--- src/rsc_pkg.sv ---
package rsc_pkg;

  // ----------------------------------------------------------------
  // register indices (byte address is four times the index)
  // ----------------------------------------------------------------
  localparam logic [5:0] IDX_LOOP = 6'h13;
  localparam logic [5:0] IDX_PRIO = 6'h14;
  localparam logic [5:0] IDX_MODE = 6'h15;
  localparam logic [5:0] IDX_HOLD = 6'h16;
  localparam logic [5:0] IDX_CDIV = 6'h17;
  localparam logic [5:0] IDX_STAT = 6'h18;

  // ----------------------------------------------------------------
  // field positions
  // ----------------------------------------------------------------
  localparam int SEL_LSB      = 0;
  localparam int MODE_LSB     = 2;
  localparam int REVERTIVE_SWITCH_EN_BIT     = 4;
  localparam int PRESCALE_BIT = 5;
  localparam int OFS_LSB      = 0;
  localparam int OFSEN_BIT    = 5;
  localparam int PUMP_LSB     = 8;
  localparam int AMP_LSB      = 16;
  localparam int FMT_BIT      = 18;
  localparam int STAT_LOS_LSB = 4;

  // ----------------------------------------------------------------
  // reset values and writable masks
  // ----------------------------------------------------------------
  localparam logic [7:0]  PRIO_RST  = 8'he0;
  localparam logic [7:0]  MODE_RST  = 8'h00;
  localparam logic [7:0]  HOLD_RST  = 8'h80;
  localparam logic [7:0]  CDIV_RST  = 8'h80;
  localparam logic [31:0] LOOP_RST  = 32'h0000_1800;
  localparam logic [7:0]  MODE_MASK = 8'h7f;
  localparam logic [7:0]  CDIV_MASK = 8'hcf;
  localparam logic [31:0] LOOP_MASK = 32'h0007_1f3f;

  // ----------------------------------------------------------------
  // loop setting scales and response codes
  // ----------------------------------------------------------------
  localparam logic [3:0]  OFS_STEP_TENTHS = 4'h9;
  localparam logic [7:0]  PUMP_STEP_UA    = 8'hc8;
  localparam logic [9:0]  AMP_LOW_MV      = 10'h0fa;
  localparam logic [9:0]  AMP_MID_MV      = 10'h1f4;
  localparam logic [9:0]  AMP_HIGH_MV     = 10'h2ee;
  localparam logic [2:0]  DIV_FAST        = 3'h1;
  localparam logic [2:0]  DIV_SLOW        = 3'h4;
  localparam logic [1:0]  RESP_OKAY       = 2'h0;
  localparam logic [1:0]  RESP_SLVERR     = 2'h2;

  typedef enum logic [1:0] {
    SEL_MANUAL = 2'b00,
    SEL_RESEL  = 2'b01,
    SEL_TRACK  = 2'b11
  } rsc_sel_e;

  typedef struct packed {
    logic        awvalid;
    logic [7:0]  awaddr;
    logic        wvalid;
    logic [31:0] wdata;
    logic [3:0]  wstrb;
    logic        bready;
    logic        arvalid;
    logic [7:0]  araddr;
    logic        rready;
  } rsc_axi_req_s;

  typedef struct packed {
    logic        awready;
    logic        wready;
    logic        bvalid;
    logic [1:0]  bresp;
    logic        arready;
    logic        rvalid;
    logic [31:0] rdata;
    logic [1:0]  rresp;
  } rsc_axi_rsp_s;

  typedef struct packed {
    logic [4:0]  phase_offset_code;
    logic [8:0]  phase_offset_tenths;
    logic [4:0]  synth_pump_current_code;
    logic [12:0] pump_current_ua;
    logic [1:0]  aux_osc_amplitude_code;
    logic [9:0]  aux_osc_amplitude_mv;
    logic        output_format_sel;
    logic        activity_prescale_sel;
    logic [2:0]  activity_div_ratio;
    logic [1:0]  activity_counter_cfg;
  } rsc_loop_cfg_s;

endpackage

--- src/rsc_ref_select.sv ---
// Contract
// two-bit rank code 00 lowest, 11 highest
// equal rank: lower input index wins
// revertive off: revalidation keeps current reference
// revertive on: reselect, switch only if outranks
// revertive bit ignored in manual modes
// prescale bit divides monitor by 1 or 4
// offset enable gates static phase offset
// phase offset is code times 0.9 degrees
// pump current 200uA times code plus one
// amplitude 00 250, 01/10 500, 11 750mV
// auto modes: selector picks; manual: field decides
// mode code low bit set means automatic
// manual field 00 input0, 01 input1
// pick highest rank among inputs without loss
// selection changes on a clean clock edge
module rsc_ref_select (
  input  wire logic                   clk,
  input  wire logic                   reset,
  input  wire logic [3:0]             ref_los,
  input  wire rsc_pkg::rsc_axi_req_s  axi_req,
  output      rsc_pkg::rsc_axi_rsp_s  axi_rsp,
  output      logic [1:0]             ref_sel,
  output      logic                   auto_active,
  output      rsc_pkg::rsc_loop_cfg_s loop_cfg
);

  // ----------------------------------------------------------------
  // state
  // ----------------------------------------------------------------
  typedef struct packed {
    logic [7:0]            prio;
    logic [7:0]            mode;
    logic [7:0]            hold;
    logic [7:0]            cdiv;
    logic [31:0]           loop;
    logic [3:0]            los_m;
    logic [3:0]            los_s;
    logic [3:0]            los_p;
    logic [1:0]            sel;
    rsc_pkg::rsc_sel_e     st;
    logic                  aw_got;
    logic [7:0]            awaddr;
    logic                  w_got;
    logic [31:0]           wdata;
    logic [3:0]            wstrb;
    rsc_pkg::rsc_axi_rsp_s rsp;
    rsc_pkg::rsc_loop_cfg_s cfg;
  } rsc_state_s;

  rsc_state_s q;
  rsc_state_s n;

  // ----------------------------------------------------------------
  // helpers
  // ----------------------------------------------------------------
  function automatic logic [3:0] rank_key(input logic [7:0] pr,
                                          input logic [1:0] i);
    logic [7:0] sh;
    sh = pr >> (3'd6 - {i, 1'b0});
    return {sh[1:0], ~i};
  endfunction

  function automatic logic [2:0] best_pick(input logic [7:0] pr,
                                           input logic [3:0] los);
    logic [2:0] b;
    logic [3:0] k;
    logic [3:0] bk;
    b  = 3'h0;
    bk = 4'h0;
    for (int i = 0; i < 4; i++) begin
      k = rank_key(pr, 2'(i));
      if (!los[i] && (!b[2] || k > bk)) begin
        b  = {1'b1, 2'(i)};
        bk = k;
      end
    end
    return b;
  endfunction

  function automatic logic [31:0] merge(input logic [31:0] old,
                                        input logic [31:0] wd,
                                        input logic [3:0]  be);
    logic [31:0] r;
    r = old;
    for (int i = 0; i < 4; i++) begin
      if (be[i]) begin
        r[8*i +: 8] = wd[8*i +: 8];
      end
    end
    return r;
  endfunction

  function automatic logic mapped(input logic [5:0] idx);
    return idx >= rsc_pkg::IDX_LOOP && idx <= rsc_pkg::IDX_STAT;
  endfunction

  function automatic logic [9:0] amp_mv(input logic [1:0] c);
    unique case (c)
      2'b00:   return rsc_pkg::AMP_LOW_MV;
      2'b11:   return rsc_pkg::AMP_HIGH_MV;
      default: return rsc_pkg::AMP_MID_MV;
    endcase
  endfunction

  // ----------------------------------------------------------------
  // selection terms
  // ----------------------------------------------------------------
  logic       is_auto;
  logic       revertive_switch_en_on;
  logic       cur_lost;
  logic [3:0] reval;
  logic [2:0] best;
  logic       outranks;

  // only the low mode bit tells manual from automatic
  assign is_auto  = q.mode[rsc_pkg::MODE_LSB];
  assign revertive_switch_en_on  = q.mode[rsc_pkg::REVERTIVE_SWITCH_EN_BIT] & is_auto;
  assign cur_lost = q.los_s[q.sel];
  assign reval    = q.los_p & ~q.los_s & ~(4'h1 << q.sel);
  assign best     = best_pick(q.prio, q.los_s);
  assign outranks = rank_key(q.prio, best[1:0]) > rank_key(q.prio, q.sel);

  // ----------------------------------------------------------------
  // next state
  // ----------------------------------------------------------------
  always_comb begin
    logic [5:0]  widx;
    logic [5:0]  ridx;
    logic [31:0] wm;
    logic [31:0] rd;
    widx = q.awaddr[7:2];
    ridx = axi_req.araddr[7:2];
    wm   = merge(32'h0, q.wdata, q.wstrb);
    rd   = 32'h0;
    n    = q;

    // los arrives from the pin side; the first stage feeds only the second
    n.los_m = ref_los;
    n.los_s = q.los_m;
    n.los_p = q.los_s;

    unique case (q.st)
      rsc_pkg::SEL_MANUAL: begin
        n.sel = q.mode[rsc_pkg::SEL_LSB +: 2];
        if (is_auto) begin
          n.st = rsc_pkg::SEL_RESEL;
        end
      end
      rsc_pkg::SEL_TRACK: begin
        if (!is_auto) begin
          n.st = rsc_pkg::SEL_MANUAL;
        end else if (cur_lost || (revertive_switch_en_on && |reval)) begin
          n.st = rsc_pkg::SEL_RESEL;
        end
      end
      rsc_pkg::SEL_RESEL: begin
        if (!is_auto) begin
          n.st = rsc_pkg::SEL_MANUAL;
        end else begin
          // with nothing valid the last choice is held
          if (best[2] && (cur_lost || outranks)) begin
            n.sel = best[1:0];
          end
          n.st = rsc_pkg::SEL_TRACK;
        end
      end
    endcase

    // write channel: address and data taken in either order
    if (axi_req.awvalid && q.rsp.awready) begin
      n.aw_got = 1'b1;
      n.awaddr = axi_req.awaddr;
    end
    if (axi_req.wvalid && q.rsp.wready) begin
      n.w_got = 1'b1;
      n.wdata = axi_req.wdata;
      n.wstrb = axi_req.wstrb;
    end
    if (q.rsp.bvalid && axi_req.bready) begin
      n.rsp.bvalid = 1'b0;
    end
    if (q.aw_got && q.w_got && !q.rsp.bvalid) begin
      n.aw_got     = 1'b0;
      n.w_got      = 1'b0;
      n.rsp.bvalid = 1'b1;
      n.rsp.bresp  = mapped(widx) ? rsc_pkg::RESP_OKAY
                                  : rsc_pkg::RESP_SLVERR;
      if (q.wstrb[0]) begin
        if (widx == rsc_pkg::IDX_PRIO) begin
          n.prio = wm[7:0];
        end
        if (widx == rsc_pkg::IDX_MODE) begin
          n.mode = wm[7:0] & rsc_pkg::MODE_MASK;
        end
        if (widx == rsc_pkg::IDX_HOLD) begin
          n.hold = wm[7:0];
        end
        if (widx == rsc_pkg::IDX_CDIV) begin
          n.cdiv = wm[7:0] & rsc_pkg::CDIV_MASK;
        end
      end
      if (widx == rsc_pkg::IDX_LOOP) begin
        n.loop = merge(q.loop, q.wdata, q.wstrb) & rsc_pkg::LOOP_MASK;
      end
    end
    n.rsp.awready = !n.aw_got && !n.rsp.bvalid;
    n.rsp.wready  = !n.w_got && !n.rsp.bvalid;

    // read channel: one answer outstanding at most
    unique case (ridx)
      rsc_pkg::IDX_LOOP: rd = q.loop;
      rsc_pkg::IDX_PRIO: rd = {24'h0, q.prio};
      rsc_pkg::IDX_MODE: rd = {24'h0, q.mode};
      rsc_pkg::IDX_HOLD: rd = {24'h0, q.hold};
      rsc_pkg::IDX_CDIV: rd = {24'h0, q.cdiv};
      rsc_pkg::IDX_STAT: rd = {24'h0, q.los_s, 1'b0, is_auto, q.sel};
      default:           rd = 32'h0;
    endcase
    if (q.rsp.rvalid && axi_req.rready) begin
      n.rsp.rvalid = 1'b0;
    end
    if (axi_req.arvalid && q.rsp.arready) begin
      n.rsp.rvalid = 1'b1;
      n.rsp.rdata  = rd;
      n.rsp.rresp  = mapped(ridx) ? rsc_pkg::RESP_OKAY
                                  : rsc_pkg::RESP_SLVERR;
    end
    n.rsp.arready = !n.rsp.rvalid;

    // loop settings, registered so outputs come from flops
    n.cfg.phase_offset_code = q.loop[rsc_pkg::OFSEN_BIT]
        ? q.loop[rsc_pkg::OFS_LSB +: 5] : 5'h0;
    n.cfg.phase_offset_tenths = 9'(n.cfg.phase_offset_code)
        * 9'(rsc_pkg::OFS_STEP_TENTHS);
    n.cfg.synth_pump_current_code = q.loop[rsc_pkg::PUMP_LSB +: 5];
    n.cfg.pump_current_ua = 13'({1'b0, q.loop[rsc_pkg::PUMP_LSB +: 5]}
        + 6'h1) * 13'(rsc_pkg::PUMP_STEP_UA);
    n.cfg.aux_osc_amplitude_code = q.loop[rsc_pkg::AMP_LSB +: 2];
    // amplitude does not depend on the output format
    n.cfg.aux_osc_amplitude_mv = amp_mv(q.loop[rsc_pkg::AMP_LSB +: 2]);
    n.cfg.output_format_sel = q.loop[rsc_pkg::FMT_BIT];
    n.cfg.activity_prescale_sel = q.mode[rsc_pkg::PRESCALE_BIT];
    n.cfg.activity_div_ratio = q.mode[rsc_pkg::PRESCALE_BIT]
        ? rsc_pkg::DIV_SLOW : rsc_pkg::DIV_FAST;
    n.cfg.activity_counter_cfg = q.cdiv[1:0];
  end

  // ----------------------------------------------------------------
  // registers
  // ----------------------------------------------------------------
  always_ff @(posedge clk) begin
    if (reset) begin
      q      <= '0;
      q.prio <= rsc_pkg::PRIO_RST;
      q.mode <= rsc_pkg::MODE_RST;
      q.hold <= rsc_pkg::HOLD_RST;
      q.cdiv <= rsc_pkg::CDIV_RST;
      q.loop <= rsc_pkg::LOOP_RST;
    end else begin
      q <= n;
    end
  end

  assign axi_rsp     = q.rsp;
  assign ref_sel     = q.sel;
  assign auto_active = q.mode[rsc_pkg::MODE_LSB];
  assign loop_cfg    = q.cfg;
endmodule

--- config.mk ---
export PLATFORM = sky130hd
export DESIGN_NAME = rsc_ref_select
export DESIGN_NICKNAME = d
export VERILOG_FILES = /design/src/rsc_pkg.sv /design/src/rsc_ref_select.sv
export SDC_FILE = /design/constraint.sdc
export NUM_CORES = 1
export LEC_CHECK = 0
export BUFFER_PORTS_ARGS = -buffer_cell sky130_fd_sc_hd__buf_2
export CAP_MARGIN = 10
export CORE_ASPECT_RATIO = 1.25
export CORE_MARGIN = 2
export CORE_UTILIZATION = 59
export DETAILED_ROUTE_END_ITERATION = 12
export PLACE_DENSITY_LB_ADDON = 0.25
export SLEW_MARGIN = 15
export SYNTH_ARGS = -nofsm -noshare
export SYNTH_HDL_FRONTEND = slang
export SYNTH_SLANG_ARGS = --single-unit
--- constraint.sdc ---
create_clock -name clk -period 7.7 [get_ports clk]
set_input_delay 0.385 -clock clk [delete_from_list [all_inputs] [get_ports clk]]
set_output_delay 0.385 -clock clk [all_outputs]
set_load 0.01 [all_outputs]
==> impl_metrics.csv <==
group,metric,value,unit
place,port_buffers,113,
power_and_ir_drop,max-vdd-ir-drop,0.1496,mV
floorplanning,fp.coreArea,11670,µm²
finish,layout_common_cells,"dfxtp_1 (148), buf_2 (112), nand2_1 (96)",
place,gp_congestion,0.8638,
route,vias,5225,
route,drtIter0Drc,349,
power_and_ir_drop,p_leak,3.415,nW
yosys,netlist_area,7073,µm²
sta,period_needed,4874,ps
finish,drive_gt1_frac,0.1995,
global_route,grt_pass1_vias,4845,
yosys,postSynthCellCount,784,
global_route,grt_max_degree,111,
clocking,cts_tree,"built",
floorplanning,rows,44,
yosys,synth-async-reset-ratio,0,
sta,finalMaxSlewViolations,0,
clocking,clk_latency,410,ps
sta,fmax,205.2,MHz
worst_setup_path,critPathRequiredTime,8000,ps
sta,final.setup.tns,0,ps
clocking,root_buffer,"clkbuf_16",
power_and_ir_drop,pwr_density_cell,218.4,nW/µm²
sta,rsz0062_at_grt,"false",
yosys,yosysSeqAreaShare,0.4189,
place,hpwlAfterDp,10.52,mm
power_and_ir_drop,p_sw_frac,0.2259,
clocking,post_cts_resized,0,
floorplanning,die_h,126.4,µm
min_path,hp-class,"input port to flop",
sta,setup_viol,0,
power_and_ir_drop,finalPower,1.663,mW
yosys,syn_avg_cell_area,9.022,µm²
worst_setup_path,crit_slowest_cell,"dfxtp_1",
finish,finalNetCount,907,
sta,worst_slew_pin_slew,1093,ps
route,wire_per_inst,14.83,µm
sta,slew_headroom,0.2714,
worst_setup_path,crit_family,"compound AO/OA/AOI/OAI gates",
route,via_per_inst,5.337,
global_route,grt-ovfl-total,0,
global_route,grt_usage,0.2283,
floorplanning,die_x,101.9,µm
floorplanning,io_pins,158,
route,drc_errors,0,
worst_setup_path,setup.worst_path.class,"flop to flop",
floorplanning,die_area,12890,µm²
power_and_ir_drop,seqPwrFrac,0.479,
run,max-cap-violations,0,
power_and_ir_drop,p_int,1.288,mW
power_and_ir_drop,switchingPower,0.3758,mW
worst_setup_path,crit_buf_inv,0,
yosys,synth_edf_count,0,
yosys,synth_ff_type,"dfxtp_1",
clocking,cts-htree-levels,4,
worst_setup_path,critPathMaxFanout,10,
clocking,cts_buffers,17,
floorplanning,initial_core_util,0.6060,
sta,report.final.hold_viol_count,0,
clocking,clkTransAtPathRegs,60,ps
sta,fin_skew,6.928,ps
clocking,cts.sinks,148,
outcome,status,"finished clean",
worst_setup_path,arrival,5170,ps
worst_setup_path,crit_chain,"nand2b_1 > ha_1 > nand3b_1 > a21oi_1 > nand2_1 > o21a_1 > ha_1 > a221oi_1 > or2_2 > nor2_1 > a21o_1 > ha_1 > a21oi_1 > a21o_1 > mux2_2 > ha_1 > a21o_1 > o221ai_1 > nand2_1 > mux2_4",
route,drt_pre_antenna_iters,5,
power_and_ir_drop,combPwrFrac,0.053,
sta,post-route-period-util,0.6330,
yosys,synth-seq-cells,148,
worst_setup_path,crit_top_cell,"ha_1",
route,routed_wl,14.51,mm
worst_setup_path,endpoint_kind,"flop",
global_route,grt_pass1_wl,23.21,mm
yosys,ys_types,56,
clocking,cts_buffer_depth,2,
yosys,ys_warn_count,0,
worst_setup_path,cp-start-kind,"flop",
finish,synthToLayoutAreaGrowth,7.695,%
clocking,postCtsSetupRepairBufs,0,
clocking,cts_hold_repair.buffers,0,
power_and_ir_drop,clockPowerShare,0.468,
route,ant_nets,0,
worst_setup_path,max_stage_delay,400,ps
global_route,antenna_found_initial,0,
finish,layout_commonest_cell,"dfxtp_1",
[per-layer routing]
layer | track usage | up-vias | wire, µm
li1 | - | 2569 | -
met2 | 0.3773 | 186 | 7007
met5 | 0 | - | 0
met3 | 0.05785 | 33 | 949
met4 | 0.08471 | 0 | 331
met1 | 0.2859 | 2437 | 6226
[synthesized netlist by cell type, drive strengths merged (13+ instances only)]
cell type | n | area, µm²
inv | 18 | 67.56
mux2i | 34 | 340.3
buf | 117 | 824.5
clkbuf | 18 | 68.81
and2 | 13 | 81.33
nor2 | 63 | 239.0
dfxtp | 148 | 2963
a21oi | 60 | 304.0
nand3 | 38 | 190.2
nand2 | 96 | 360.4
ha | 36 | 450.4
nor2b | 34 | 212.7
[worst paths after layout]
| check | slack [ps] | depth (start not counted) | endpoint | from |
|---|---|---|---|---|
| setup / recovery | 2830 | 20 | ref_sel[0] | n[142] |
| setup reg to reg | 2830 | 20 | ref_sel[0] | n[142] |
| hold reg to reg | 440 | 1 | n[145] | n[149] |
| hold / removal | 190 | 2 | n[149] | ref_los[3] |
[power by group through the flow]
| stage | Combinational [mW] | Sequential (mW) | Clock, mW |
|---|---|---|---|
| CTS | 0.0874 | 0.797 | 0.790 |
| global route | 0.0979 | 0.799 | 0.820 |
| finish | 0.0875 | 0.797 | 0.779 |
| global placement | 0.0845 | 0.813 | 0 |
| floorplan | 0.0797 | 0.807 | 0 |
| detailed placement | 0.0868 | 0.814 | 0 |
[sequential cells by signal (all words and copies together), names as in the netlist]
name	flops
axi_rsp	23
loop_cfg	39
n	19
auto_active	1
ref_sel	2
q	64
[through the flow]
stage / setup slack, ps / utilization / hold slack [ps] / cells / area, µm²
final: 2826 / 0.6527 / 188.4 / 979 / 7617
after global routing: 2429 / 0.6524 / 193.8 / 978 / 7615
after CTS: 2860 / 0.6524 / 178.0 / 978 / 7615
after detailed placement: 2916 / 0.6044 / 443.2 / 948 / 7054
after global placement: 3067 / 0.6044 / 428.3 / 948 / 7054
after floorplan: 3218 / - / 413.8 / 806 / 7156
[cell type report]
| class | count | area (µm²) |
|---|---|---|
| Antenna cell | 1 | 2.502 |
| Timing Repair Buffer | 116 | 590.6 |
| Clock inverter | 13 | 135.1 |
| Clock buffer | 17 | 425.4 |
| Inverter | 18 | 67.56 |
| Multi-Input combinational cell | 505 | 3232 |
| Fill cell | 1016 | 4054 |
| Sequential cell | 148 | 2963 |
| Tap cell | 161 | 201.4 |
[cells by family after synthesis]
kind of cell / synth area share
fa+ha+maj: 0.06934
flops: 0.4189
xor+xnor: 0.01610
compound gates: 0.09287
mux: 0.07359
buf+inv: 0.1359
simple gates: 0.1928
other cells: 0.0005302
[worst register-to-register path, delay by kind of cell (launching register included)]
family	cells	cell delay, ps
adder cells (fa/ha/maj)	4	1140
multiplexers	2	670
flip-flops	1	400
AO/OA/AOI/OAI	8	1690
AND/OR/NAND/NOR	6	860
(Power assumes the default switching activity.)
